`src/shared/rsds_pkg.sv`:
```
// Functional notes
// The delay-selection register sits at subaddress 0x20, is eight bits wide and resets to 0x06.
// Bit 0 picks the gap after strobe 1, and each higher bit the next gap, up to bit 7 for strobe 8 to 9.
// A delay bit of 0 waits 2 ms before the next strobe and a bit of 1 waits 5 ms.
// After reset the bits for the gaps after strobes 2 and 3 are 1 and all others are 0.
// Every delay bit reads and writes, and a value kept in nonvolatile storage is reloaded as default.
// A separate bit, held outside the register, picks 2 ms or 5 ms between strobe 9 and strobe 10.
// With the power-down multiplier set, every gap lasts ten times longer during power-down only.
// Each rail has a four-bit strobe code; codes 3h to Ah enable it at that strobe, others leave it alone.
// The host unlocks write protection before writing; writes that are not unlocked are ignored.
package rsds_pkg;

  localparam logic [7:0]  SEQ_DELAY_ADDR  = 8'h20;
  localparam logic [7:0]  SEQ_DELAY_RESET = 8'h06;
  localparam logic [7:0]  READ_ZERO       = 8'h00;

  localparam int unsigned CLK_HZ       = 25_000_000;
  localparam int unsigned MS_PER_S     = 1000;
  localparam int unsigned SHORT_GAP_MS = 2;
  localparam int unsigned LONG_GAP_MS  = 5;
  localparam int unsigned SHORT_GAP_CYC_DFLT =
    (SHORT_GAP_MS * CLK_HZ + MS_PER_S - 1) / MS_PER_S;
  localparam int unsigned LONG_GAP_CYC_DFLT =
    (LONG_GAP_MS * CLK_HZ + MS_PER_S - 1) / MS_PER_S;
  localparam int unsigned DOWN_FACTOR  = 10;
  localparam int unsigned CNT_W        = 24;

  localparam logic [3:0]  STROBE_FIRST = 4'h1;
  localparam logic [3:0]  STROBE_GAP9  = 4'h9;
  localparam logic [3:0]  STROBE_LAST  = 4'ha;
  localparam logic [3:0]  RAIL_CODE_LO = 4'h3;
  localparam logic [3:0]  RAIL_CODE_HI = 4'ha;

  typedef enum logic [1:0] {
    RSDS_OFF,
    RSDS_UP,
    RSDS_ON,
    RSDS_DOWN
  } rsds_state_t;

  typedef struct packed {
    logic       wr;
    logic       rd;
    logic [7:0] addr;
    logic [7:0] wdata;
  } rsds_reg_req_t;

endpackage

```
`src/rsds_gap_timer.sv`:
```
`timescale 1ns/1ps
module rsds_gap_timer #(
  parameter int unsigned W = 24
) (
  // Clock and reset
  input  wire logic         clk_i,
  input  wire logic         rst_n_i,
  // Control
  input  wire logic         load_i,
  input  wire logic [W-1:0] cycles_i,
  output logic              done_o
);
  logic [W-1:0] count;

  // A load of C makes done_o rise exactly C-1 cycles after the load edge.
  always_ff @(posedge clk_i or negedge rst_n_i) begin
    if (!rst_n_i) begin
      count <= '0;
    end else if (load_i) begin
      count <= cycles_i;
    end else if (count != '0) begin
      count <= count - W'(1);
    end
  end

  assign done_o = (count == W'(1));

endmodule // rsds_gap_timer

```
`src/rsds_top.sv`:
```
`timescale 1ns/1ps
module rsds_top
  import rsds_pkg::*;
#(
  parameter int unsigned RAILS     = 4,
  parameter int unsigned SHORT_CYC = rsds_pkg::SHORT_GAP_CYC_DFLT,
  parameter int unsigned LONG_CYC  = rsds_pkg::LONG_GAP_CYC_DFLT
) (
  // Clock and reset
  input  wire logic                   clk_i,
  input  wire logic                   rst_n_i,
  // Configuration register port
  input  wire rsds_pkg::rsds_reg_req_t reg_req_i,
  input  wire logic                   write_unlocked_i,
  output logic [7:0]                  reg_rdata_o,
  // Nonvolatile storage
  input  wire logic                   nvm_load_i,
  input  wire logic [7:0]             nvm_seq_delay_i,
  output logic [7:0]                  seq_delay_o,
  // Settings held elsewhere in the sequencer
  input  wire logic                   gap_after_strobe_nine_i,
  input  wire logic                   powerdown_delay_multiplier_i,
  input  wire logic [RAILS*4-1:0]     rail_strobe_code_i,
  // Sequence requests and results
  input  wire logic                   power_up_i,
  input  wire logic                   power_down_i,
  output logic [3:0]                  strobe_num_o,
  output logic                        strobe_pulse_o,
  output logic [RAILS-1:0]            rail_en_o,
  output logic                        seq_busy_o
);
  import rsds_pkg::*;

  logic               rst_q1;
  logic               rst_n;
  logic [7:0]         sequence_delay_select;
  rsds_state_t        state;
  rsds_state_t        next_state;
  logic [3:0]         next_strobe;
  logic               next_pulse;
  logic               tmr_load;
  logic [CNT_W-1:0]   tmr_cycles;
  logic               tmr_done;
  logic               up_dir;
  logic               reg_hit;

  // Async assert, synchronous release of the reset.
  always_ff @(posedge clk_i or negedge rst_n_i) begin
    if (!rst_n_i) begin
      rst_q1 <= 1'b0;
      rst_n  <= 1'b0;
    end else begin
      rst_q1 <= 1'b1;
      rst_n  <= rst_q1;
    end
  end

  // gap index to select bit
  function automatic logic gap_long(input logic [7:0] sel, input logic nine,
                                    input logic [3:0] gap);
    if (gap == STROBE_GAP9) begin
      gap_long = nine;
    end else begin
      gap_long = sel[3'(gap - STROBE_FIRST)];
    end
  endfunction

  // 2 ms or 5 ms, R7: ten times on power-down only
  function automatic logic [CNT_W-1:0] gap_cycles(input logic is_long, input logic down,
                                                  input logic mult);
    logic [CNT_W-1:0] base;
    base = is_long ? CNT_W'(LONG_CYC) : CNT_W'(SHORT_CYC);
    if (down && mult) begin
      gap_cycles = CNT_W'(base * DOWN_FACTOR);
    end else begin
      gap_cycles = base;
    end
  endfunction

  // only codes 3h to Ah are driven by the sequencer
  function automatic logic rail_managed(input logic [3:0] code);
    rail_managed = (code >= RAIL_CODE_LO) && (code <= RAIL_CODE_HI);
  endfunction

  assign reg_hit = (reg_req_i.addr == SEQ_DELAY_ADDR);

  // A register write wins over a storage reload arriving in the same cycle.
  always_ff @(posedge clk_i or negedge rst_n) begin
    if (!rst_n) begin
      // reset value, R4: gaps two and three long
      sequence_delay_select <= SEQ_DELAY_RESET;
    end else if (reg_req_i.wr && reg_hit && write_unlocked_i) begin
      // locked writes dropped, R5: read-write bits
      sequence_delay_select <= reg_req_i.wdata;
    end else if (nvm_load_i) begin
      // stored default reloaded
      sequence_delay_select <= nvm_seq_delay_i;
    end
  end

  assign seq_delay_o = sequence_delay_select;

  // Read data is registered; other subaddresses read as zero here.
  always_ff @(posedge clk_i or negedge rst_n) begin
    if (!rst_n) begin
      reg_rdata_o <= READ_ZERO;
    end else if (reg_req_i.rd) begin
      // register decode
      reg_rdata_o <= reg_hit ? sequence_delay_select : READ_ZERO;
    end
  end

  assign up_dir = (state == RSDS_OFF) || (state == RSDS_UP);

  always_comb begin
    next_state  = state;
    next_strobe = strobe_num_o;
    next_pulse  = 1'b0;
    tmr_load    = 1'b0;
    tmr_cycles  = '0;
    unique case (state)
      RSDS_OFF: begin
        if (power_up_i) begin
          next_state  = RSDS_UP;
          next_strobe = STROBE_FIRST;
          next_pulse  = 1'b1;
          tmr_load    = 1'b1;
          tmr_cycles  = gap_cycles(gap_long(sequence_delay_select, gap_after_strobe_nine_i,
                                            STROBE_FIRST), 1'b0, powerdown_delay_multiplier_i);
        end
      end
      RSDS_UP: begin
        if (tmr_done) begin
          next_strobe = strobe_num_o + 4'h1;
          next_pulse  = 1'b1;
          if (next_strobe == STROBE_LAST) begin
            next_state = RSDS_ON;
          end else begin
            // power-up gap, R6: ninth gap from outside
            tmr_load   = 1'b1;
            tmr_cycles = gap_cycles(gap_long(sequence_delay_select, gap_after_strobe_nine_i,
                                             next_strobe), 1'b0, powerdown_delay_multiplier_i);
          end
        end
      end
      RSDS_ON: begin
        if (power_down_i) begin
          next_state  = RSDS_DOWN;
          next_strobe = STROBE_LAST;
          next_pulse  = 1'b1;
          tmr_load    = 1'b1;
          tmr_cycles  = gap_cycles(gap_long(sequence_delay_select, gap_after_strobe_nine_i,
                                            STROBE_GAP9), 1'b1, powerdown_delay_multiplier_i);
        end
      end
      RSDS_DOWN: begin
        if (tmr_done) begin
          next_strobe = strobe_num_o - 4'h1;
          next_pulse  = 1'b1;
          if (next_strobe == STROBE_FIRST) begin
            next_state = RSDS_OFF;
          end else begin
            // stretched power-down gap
            tmr_load   = 1'b1;
            tmr_cycles = gap_cycles(gap_long(sequence_delay_select, gap_after_strobe_nine_i,
                                             next_strobe - 4'h1), 1'b1,
                                    powerdown_delay_multiplier_i);
          end
        end
      end
    endcase
  end

  always_ff @(posedge clk_i or negedge rst_n) begin
    if (!rst_n) begin
      state          <= RSDS_OFF;
      strobe_num_o   <= '0;
      strobe_pulse_o <= 1'b0;
    end else begin
      state          <= next_state;
      strobe_num_o   <= next_strobe;
      strobe_pulse_o <= next_pulse;
    end
  end

  assign seq_busy_o = (state == RSDS_UP) || (state == RSDS_DOWN);

  rsds_gap_timer #(
    .W (CNT_W)
  ) u_timer (
    .clk_i    (clk_i),
    .rst_n_i  (rst_n),
    .load_i   (tmr_load),
    .cycles_i (tmr_cycles),
    .done_o   (tmr_done)
  );

  for (genvar r = 0; r < RAILS; r++) begin : g_rail
    always_ff @(posedge clk_i or negedge rst_n) begin
      if (!rst_n) begin
        rail_en_o[r] <= 1'b0;
      // rail follows its strobe
      end else if (next_pulse && rail_managed(rail_strobe_code_i[r*4 +: 4])
                   && (rail_strobe_code_i[r*4 +: 4] == next_strobe)) begin
        rail_en_o[r] <= up_dir;
      end
    end
  end

  // Helper logic for the checks below: cycles since the last strobe and the loaded gap.
  logic [CNT_W-1:0] gap_cnt;
  logic [CNT_W-1:0] exp_gap;
  logic             timed_pulse;
  // Counting from one lets gap_cnt equal the loaded gap on the very edge that issues a strobe.
  assign timed_pulse = next_pulse && seq_busy_o;
  always_ff @(posedge clk_i or negedge rst_n) begin
    if (!rst_n) begin
      gap_cnt <= '0;
      exp_gap <= '0;
    end else begin
      gap_cnt <= next_pulse ? CNT_W'(1) : gap_cnt + CNT_W'(1);
      exp_gap <= tmr_load ? tmr_cycles : exp_gap;
    end
  end

  property p_reset_value;
    @(posedge clk_i) $rose(rst_n) |-> sequence_delay_select == SEQ_DELAY_RESET;
  endproperty
  a_reset_value: assert property (p_reset_value)
    else $error("delay select not at reset value");

  property p_write_taken;
    @(posedge clk_i) disable iff (!rst_n)
      reg_req_i.wr && reg_hit && write_unlocked_i
      ##1 reg_req_i.rd && reg_hit |=> reg_rdata_o == $past(reg_req_i.wdata, 2);
  endproperty
  a_write_taken: assert property (p_write_taken)
    else $error("written value not read back");

  property p_locked_write;
    @(posedge clk_i) disable iff (!rst_n)
      reg_req_i.wr && !write_unlocked_i && !nvm_load_i |=> $stable(sequence_delay_select);
  endproperty
  a_locked_write: assert property (p_locked_write)
    else $error("locked write changed the register");

  property p_unmapped_zero;
    @(posedge clk_i) disable iff (!rst_n)
      reg_req_i.rd && !reg_hit |=> reg_rdata_o == READ_ZERO;
  endproperty
  a_unmapped_zero: assert property (p_unmapped_zero)
    else $error("unmapped read not zero");

  property p_up_gap;
    @(posedge clk_i) disable iff (!rst_n)
      tmr_load && up_dir |-> tmr_cycles == ((next_strobe == STROBE_GAP9) ?
        (gap_after_strobe_nine_i ? CNT_W'(LONG_CYC) : CNT_W'(SHORT_CYC)) :
        (sequence_delay_select[3'(next_strobe - 4'h1)] ? CNT_W'(LONG_CYC) : CNT_W'(SHORT_CYC)));
  endproperty
  a_up_gap: assert property (p_up_gap)
    else $error("power-up gap length wrong");

  property p_down_gap;
    @(posedge clk_i) disable iff (!rst_n)
      tmr_load && !up_dir && powerdown_delay_multiplier_i |->
        (tmr_cycles == CNT_W'(LONG_CYC * DOWN_FACTOR)) ||
        (tmr_cycles == CNT_W'(SHORT_CYC * DOWN_FACTOR));
  endproperty
  a_down_gap: assert property (p_down_gap)
    else $error("power-down gap not multiplied");

  property p_spacing;
    @(posedge clk_i) disable iff (!rst_n)
      timed_pulse |-> gap_cnt == exp_gap;
  endproperty
  a_spacing: assert property (p_spacing)
    else $error("strobe spacing differs from loaded gap");

  property p_rail_rise;
    @(posedge clk_i) disable iff (!rst_n)
      $rose(rail_en_o[0]) |-> strobe_pulse_o && rail_managed(rail_strobe_code_i[3:0])
        && strobe_num_o == rail_strobe_code_i[3:0];
  endproperty
  a_rail_rise: assert property (p_rail_rise)
    else $error("rail enabled off its strobe");

endmodule // rsds_top

```
`config.mk`:
```
export PLATFORM = sky130hd
export DESIGN_NAME = rsds_top
export DESIGN_NICKNAME = d
export VERILOG_FILES = /design/src/shared/rsds_pkg.sv /design/src/rsds_gap_timer.sv /design/src/rsds_top.sv
export SDC_FILE = /design/constraint.sdc
export NUM_CORES = 1
export LEC_CHECK = 0
export ABC_AREA = 1
export BUFFER_PORTS_ARGS = -buffer_cell sky130_fd_sc_hd__buf_2
export CAP_MARGIN = 20
export CORE_UTILIZATION = 30
export DETAILED_ROUTE_END_ITERATION = 6
export GPL_TIMING_DRIVEN = 0
export MAX_ROUTING_LAYER = met4
export SKIP_CTS_REPAIR_TIMING = 1
export SLEW_MARGIN = 40
export SYNTH_ARGS = -nofsm -noshare
export SYNTH_HDL_FRONTEND = slang
export SYNTH_SLANG_ARGS = --single-unit
```
`constraint.sdc`:
```
create_clock -name clk_i -period 1.6 [get_ports clk_i]
set_input_delay 0.48 -clock clk_i [delete_from_list [all_inputs] [get_ports clk_i]]
set_output_delay 0.48 -clock clk_i [all_outputs]
set_load 0.02 [all_outputs]
```
Yosys cells after proc, flatten, opt, wreduce, memory -nomap -nowiden
Index checks and enable logic that the tools add are counted.
{"block": "totals", "inputBits": 50, "wordCells": 126, "output_inout_bits": 26, "regBits": 53}
{"block": "op_classes", "addsub": 6, "eq_ne": 19, "n_mux": 55, "reduce_logical": 22, "multipliers": 2, "order_cmp": 10}
{"operator": "two-way mux 17 bit", "n": 7}
{"operator": "two-way mux 21 bit", "n": 5}
{"operator": "case mux 24 bit (4 select lines)", "n": 1}
{"operator": "two-way mux 24 bit", "n": 2}
{"operator": "multiplier 17 x 3 -> 20 bit, second input constant", "n": 2}
{"operator": "== test 24 x 1 -> 1 bit, second input constant", "n": 1}
{"operator": "two-way mux 8 bit", "n": 3}
{"operator": "nonzero test 24 bit", "n": 1}
{"operator": "subtractor 24 x 1 -> 24 bit, second input constant", "n": 1}
{"operator": "two-way mux 1 bit", "n": 21}
{"operator": "== test 4 bit", "n": 4}
{"operator": "greater-or-equal comparator 4 x 2 -> 1 bit, second input constant", "n": 4}
{"operator": "less-or-equal comparator 4 bit, second input constant", "n": 4}
{"operator": "two-way mux 4 bit", "n": 4}
{"operator": "case mux 4 bit (4 select lines)", "n": 1}
{"operator": "logical AND 1 bit", "n": 14}
{"operator": "== test 4 bit, second input constant", "n": 3}
{"operator": "two-way mux 2 bit", "n": 6}
{"operator": "!= test 2 bit, second input constant", "n": 5}
{"operator": "== test 8 x 6 -> 1 bit, second input constant", "n": 1}
{"operator": "< comparator 3 x 4 -> 1 bit, second input constant", "n": 2}
{"operator": "case mux 2 bit (4 select lines)", "n": 1}
{"operator": "subtractor 4 x 1 -> 4 bit, second input constant", "n": 2}
{"operator": "binary-select mux 1 bit (select 3 bit)", "n": 2}
{"operator": "13 further kinds", "n": 17}

Depth between registers and ports, before layout
{"block": "depth", "ltp_word": 16, "ltp_mapped": 20, "mapped_depth_nobuf": 20}

Hierarchy
From an unflattened synthesis, not the netlist that was laid out.
{"block": "hier_totals", "cells_unflattened": 685, "hier_area_um2": 4454.3}
{"module": "rsds_top", "cells_per_inst": 407, "area_per_inst_um2": 2661.3, "n_inst": 1}
{"module": "rsds_gap_timer", "cells_per_inst": 278, "area_per_inst_um2": 1793.0, "n_inst": 1}

Worst setup path before layout
No wires, ideal clock.
{"block": "synth_timing", "path_kind": "reg-to-reg", "from": "register strobe_num_o[0]", "to": "register u_timer.count[9]", "n_path_buf": 1, "slack_ns": -1.101, "stages_incl_launch_ff": 18, "synth_period_minus_slack_ns": 2.701, "t_arrival_ns": 2.587, "cell_sequence": "dfrtp_1 -> inv_1 -> ha_1 -> clkbuf_1 -> nand2_1 -> nor2_1 -> nand2_1 -> nand2_1 -> nand3_1 -> o21ai_2 -> inv_1 -> ha_1 -> a21oi_1 -> nand2_1 -> nand2_1 -> nand3_1 -> nand2_1 -> inv_1"}
{"block": "synth_between", "elab_chain_len": 16}
{"item": "start: declaration", "line": "rsds_top.sv:27", "text": "output logic [3:0] strobe_num_o,"}
{"item": "start signal: assignment", "line": "rsds_top.sv:181", "text": "strobe_num_o <= next_strobe;"}
{"item": "subtractor 4 x 1 -> 4 bit", "line": "rsds_top.sv:158", "text": "next_strobe = strobe_num_o - 4'h1;"}
{"item": "subtractor 4 x 1 -> 4 bit", "line": "rsds_top.sv:166", "text": "next_strobe - 4'h1), 1'b1,"}
{"item": "subtractor 3 x 1 -> 3 bit", "line": "rsds_top.sv:64", "text": "gap_long = sel[3'(gap - STROBE_FIRST)];"}
{"item": "binary-select mux 1 bit (select 3 bit)", "line": "rsds_top.sv:64"}
{"item": "two-way mux 1 bit (implied by the code)", "line": "rsds_top.sv:64"}
{"item": "two-way mux 1 bit", "line": "rsds_top.sv:61", "text": "if (gap == STROBE_GAP9) begin"}
{"item": "two-way mux 1 bit", "line": "rsds_top.sv:160", "text": "if (next_strobe == STROBE_FIRST) begin"}
{"item": "two-way mux 1 bit", "line": "rsds_top.sv:157", "text": "if (tmr_done) begin"}
{"item": "two-way mux 1 bit", "line": "rsds_top.sv:121", "text": "unique case (state)"}
{"item": "two-way mux 17 bit", "line": "rsds_top.sv:72", "text": "base = is_long ? CNT_W'(LONG_CYC) : CNT_W'(SHORT_CYC);"}
{"item": "multiplier 17 x 3 -> 20 bit", "line": "rsds_top.sv:74", "text": "gap_cycles = CNT_W'(base * DOWN_FACTOR);"}
{"item": "two-way mux 21 bit", "line": "rsds_top.sv:73", "text": "if (down && mult) begin"}
{"item": "two-way mux 21 bit", "line": "rsds_top.sv:160"}
{"item": "two-way mux 21 bit", "line": "rsds_top.sv:157"}
{"item": "case mux 24 bit (4 select lines)", "line": "rsds_top.sv:121"}
{"item": "two-way mux 24 bit", "line": "rsds_gap_timer.sv:19", "text": "end else if (load_i) begin"}
{"item": "end signal: assignment", "line": "rsds_gap_timer.sv:20", "text": "count <= cycles_i;"}
{"item": "end signal: assignment", "line": "rsds_gap_timer.sv:22", "text": "count <= count - W'(1);"}
{"item": "end: declaration", "line": "rsds_gap_timer.sv:13", "text": "logic [W-1:0] count;"}
Several ways; a longest one is shown, not always the timed one. The select of a mux whose other input is x is not followed.
A chain may end at the register's enable or synchronous reset.

Final worst setup path
Ends and elaborated chain as after synthesis.

==> flow_metrics.env <==
export IMPL_status="finished, violations left"
export IMPL_violations="negative setup slack"
export IMPL_clkPwrFrac_pct=28.2
export IMPL_synthMuxAreaShare_pct=0
export IMPL_synth_area_sq_um=4150
export IMPL_clk_pin_slew_ns=0.07
export IMPL_hold_violations=0
export IMPL_synth_edf_count=0
export IMPL_syn_nets=656
export IMPL_cts_htree_levels=2
export IMPL_wire_per_inst_um=13.7
export IMPL_gp_congestion=0.847
export IMPL_cp_startpoint="strobe_num_o[0]$_DFF_PN0_"
export IMPL_area_growth_pct=50.8
export IMPL_fp_coreArea_sq_um=13300
export IMPL_finalSetupViolCount=34
export IMPL_timing_final_ws_setup_ns=-0.692
export IMPL_grt_max_degree=28
export IMPL_async_flop_share_pct=100
export IMPL_io_buffers=74
export IMPL_gr_total_overflow=0
export IMPL_ys_types=43
export IMPL_insertion_delay_ns=0.31
export IMPL_grt_pass1_wl_mm=18.9
export IMPL_vdd_drop_max_v=0.000326
export IMPL_dieWidth_um=120
export IMPL_p_int_mw=2.60
export IMPL_synthAdderAreaFrac_pct=6.94
export IMPL_ff2ff_setup_slack_ns=-0.69
export IMPL_dp_cells=834
export IMPL_synth_compound_area_share_pct=13.2
export IMPL_clockBufferDepth=2
export IMPL_path_class="flip-flop to flip-flop"
export IMPL_rows=42
export IMPL_drc_errors=0
export IMPL_die_h_um=120
export IMPL_cp_arrival_ns=2.50
export IMPL_relSlewSlack_pct=47.4
export IMPL_p_comb_share_pct=27.7
export IMPL_cellPowerDensity_nw_per_um2=628
export IMPL_die_area_sq_um=14300
export IMPL_antenna_left=0
export IMPL_r2r_start="strobe_num_o[0]$_DFF_PN0_"
export IMPL_final_nets=816
export IMPL_r2r_end="u_timer.count[9]$_DFFE_PN0P_"
export IMPL_hpwl_mm=8.70
export IMPL_power_total_mw=3.93
export IMPL_slew_viol_final=0
export IMPL_grt_pass1_vias=3837
export IMPL_switchingPower_mw=1.33
export IMPL_initial_core_util_pct=31.1
export IMPL_grt_total_usage_pct=17.1
export IMPL_dr_wl_met3_um=373
export IMPL_crit_path_end="u_timer.count[9]$_DFFE_PN0P_"
export IMPL_max_cap_violations=0
export IMPL_synth_top_family_by_area="simple AND/OR/NAND/NOR gates"
export IMPL_rr_worst_depth=17
export IMPL_synth_xor_area_share_pct=3.80
export IMPL_p_sw_share_pct=33.8
export IMPL_worst_path_max_fanout=6
export IMPL_synth_area_per_cell_sq_um=7.11
export IMPL_worstPathRequired_ns=1.81
export IMPL_wirelength_mm=12.6
export IMPL_diodes=0
export IMPL_cts_tree="built"
export IMPL_wl_met2_mm=6.45
export IMPL_fmax_ghz=0.436
export IMPL_ys_seq_area_share_pct=32.0
export IMPL_routed_via_density=4.80
export IMPL_worstMarginPinSlew_ns=0.781
export IMPL_synth_ff_type="dfrtp_1"
export IMPL_clock_root_buffer="clkbuf_16"
export IMPL_synth_simple_area_share_pct=35.1
export IMPL_maxUsedRoutingLayer="met4"
export IMPL_start_kind="flip-flop"
export IMPL_final_area_sq_um=6250
export IMPL_dr_total_vias=4412
export IMPL_drt_met1_wl_mm=5.59
export IMPL_drive_gt1_share_pct=44.1
export IMPL_netlist_instances=583
export IMPL_hp_class="flip-flop to asynchronous set/reset pin"
export IMPL_crit_path_end_kind="flip-flop"
export IMPL_final_cells=920
export IMPL_p_leak_nw=2.97
export IMPL_pwr_share_seq_pct=44.1
export IMPL_fin_crit_sh_pct=143
export IMPL_ys_ff_latch=53
export IMPL_hold_slack_ns=0.244
export IMPL_io_pins=76
export IMPL_cts_inserted_buffers=5
export IMPL_grt_antenna_before_repair=0
export IMPL_fin_skew_ns=0.00759
export IMPL_fin_util_pct=46.9
export IMPL_ys_warnings_count=0
export IMPL_finalCriticalPeriod_ns=2.29
export IMPL_drtPass1Iterations=4
export IMPL_clkSinkCount=53
export IMPL_grt_setup_unrepaired="true"
export IMPL_placed_cell_area_sq_um=4890
export IMPL_drt_initial_drc_count=160
through the flow:
step / setup slack, ns / setup TNS (ns)
final: -0.692 / -15.10
after global routing: -0.809 / -18.94
after CTS: -0.990 / -20.92
after detailed placement: -0.946 / -22.50
after global placement: -0.942 / -60.12
after floorplan: -0.642 / -10.46
sequential cells by signal, indices dropped and copies added, names as in the netlist:
register and flops:
rst_q1 1, state 2, strobe_pulse_o 1, reg_rdata_o 8, seq_delay_o 8, u_timer.count 24, rst_n 1, rail_en_o 4
strobe_num_o 4
cell usage after synthesis, drive strengths merged, types with 4 or more instances:
cell	instances	area [sq um]
a21oi	25	136
buf	4	18.8
dfrtp	51	1280
ha	23	288
inv	90	338
nand2	150	621
nand3	49	275
nand3b	7	52.6
nand4	6	37.5
nor2	78	389
nor3	5	25.0
o211ai	6	45.0
o21ai	30	165
o221ai	8	70.1
o22ai	4	25.0
o31ai	8	60.1
or2	4	25.0
xnor2	4	35.0
xor2	14	123
how the worst min path moves through the flow:
stage	cells past startpoint	endpoint	start
2_1_floorplan	0	rst_n$_DFF_PN0_	rst_n_i
3_3_place_gp	1	rst_q1$_DFF_PN0_	rst_n_i
3_5_place_dp	0	state[0]$_DFFE_PN0P_	rst_n$_DFF_PN0_
4_1_cts	1	rst_n$_DFF_PN0_	rst_n_i
5_1_grt	0	state[1]$_DFFE_PN0P_	rst_n$_DFF_PN0_
6_report	0	state[1]$_DFFE_PN0P_	rst_n$_DFF_PN0_
cells in the final DEF (no fill, tap or decap), drive strengths merged, types with 2 or more instances in the layout:
cell type	synthesis	routed
nand4	6	6
xnor2	4	4
a22oi	2	2
o22ai	4	4
nand3	49	49
nand2	150	151
dfstp	2	2
xor2	14	14
o221ai	8	8
nand3b	7	7
buf	4	156
and3	2	2
nor3	5	5
nor4	3	3
o21ai	30	30
inv	90	87
a21oi	25	25
o31ai	8	8
ha	23	23
clkinvlp	0	3
nor2	78	78
dfrtp	51	51
clkbuf	3	9
o211ai	6	6
or2	4	4
routing by layer:
| layer | global-route usage [%] | vias to the layer above |
|---|---|---|
| met1 | 22.0 | 2111 |
| met4 | 4.61 | 0 |
| li1 | - | 2201 |
| met5 | - | - |
| met3 | 3.14 | 18 |
| met2 | 27.6 | 82 |
layout make-up:
| type | instances | area, sq um |
|---|---|---|
| Clock buffer | 7 | 133 |
| Multi-Input combinational cell | 434 | 3080 |
| Timing Repair Buffer | 153 | 1050 |
| Tap cell | 176 | 220 |
| Buffer | 6 | 52.6 |
| Clock inverter | 1 | 7.51 |
| Sequential cell | 53 | 1350 |
| Fill cell | 1301 | 7090 |
| Inverter | 90 | 373 |
power by group through the flow:
| stage | clock, mW | sequential (mW) | combinational, mW |
|---|---|---|---|
| finish | 1.11 | 1.73 | 1.09 |
| global route | 1.20 | 1.76 | 1.23 |
| CTS | 1.14 | 1.71 | 0.841 |
| detailed placement | 0 | 1.74 | 0.836 |
| global placement | 0 | 1.75 | 0.807 |
| floorplan | 0 | 1.72 | 0.594 |
critical path: stages, from the launching register on:
cell and delay, ns:
dfrtp_2 0.46, inv_4 0.11, ha_4 0.23, buf_4 0.14
a21oi_1 0.10, o21ai_0 0.09, nand3_1 0.09, o21ai_2 0.07
nand2_2 0.08, o21ai_4 0.07, inv_4 0.10, ha_4 0.21
a21oi_2 0.11, nand2_1 0.07, nand2_2 0.09, nand3_1 0.07
nand2_1 0.06, inv_1 0.04
logic make-up after synthesis:
kind of cell / count (synthesis)
fa+ha+maj: 23
flops: 53
xor+xnor: 18
other cells: 1
compound gates: 87
simple gates: 304
buf+inv: 97
No activity file was read; power rests on OpenSTA's default activity.
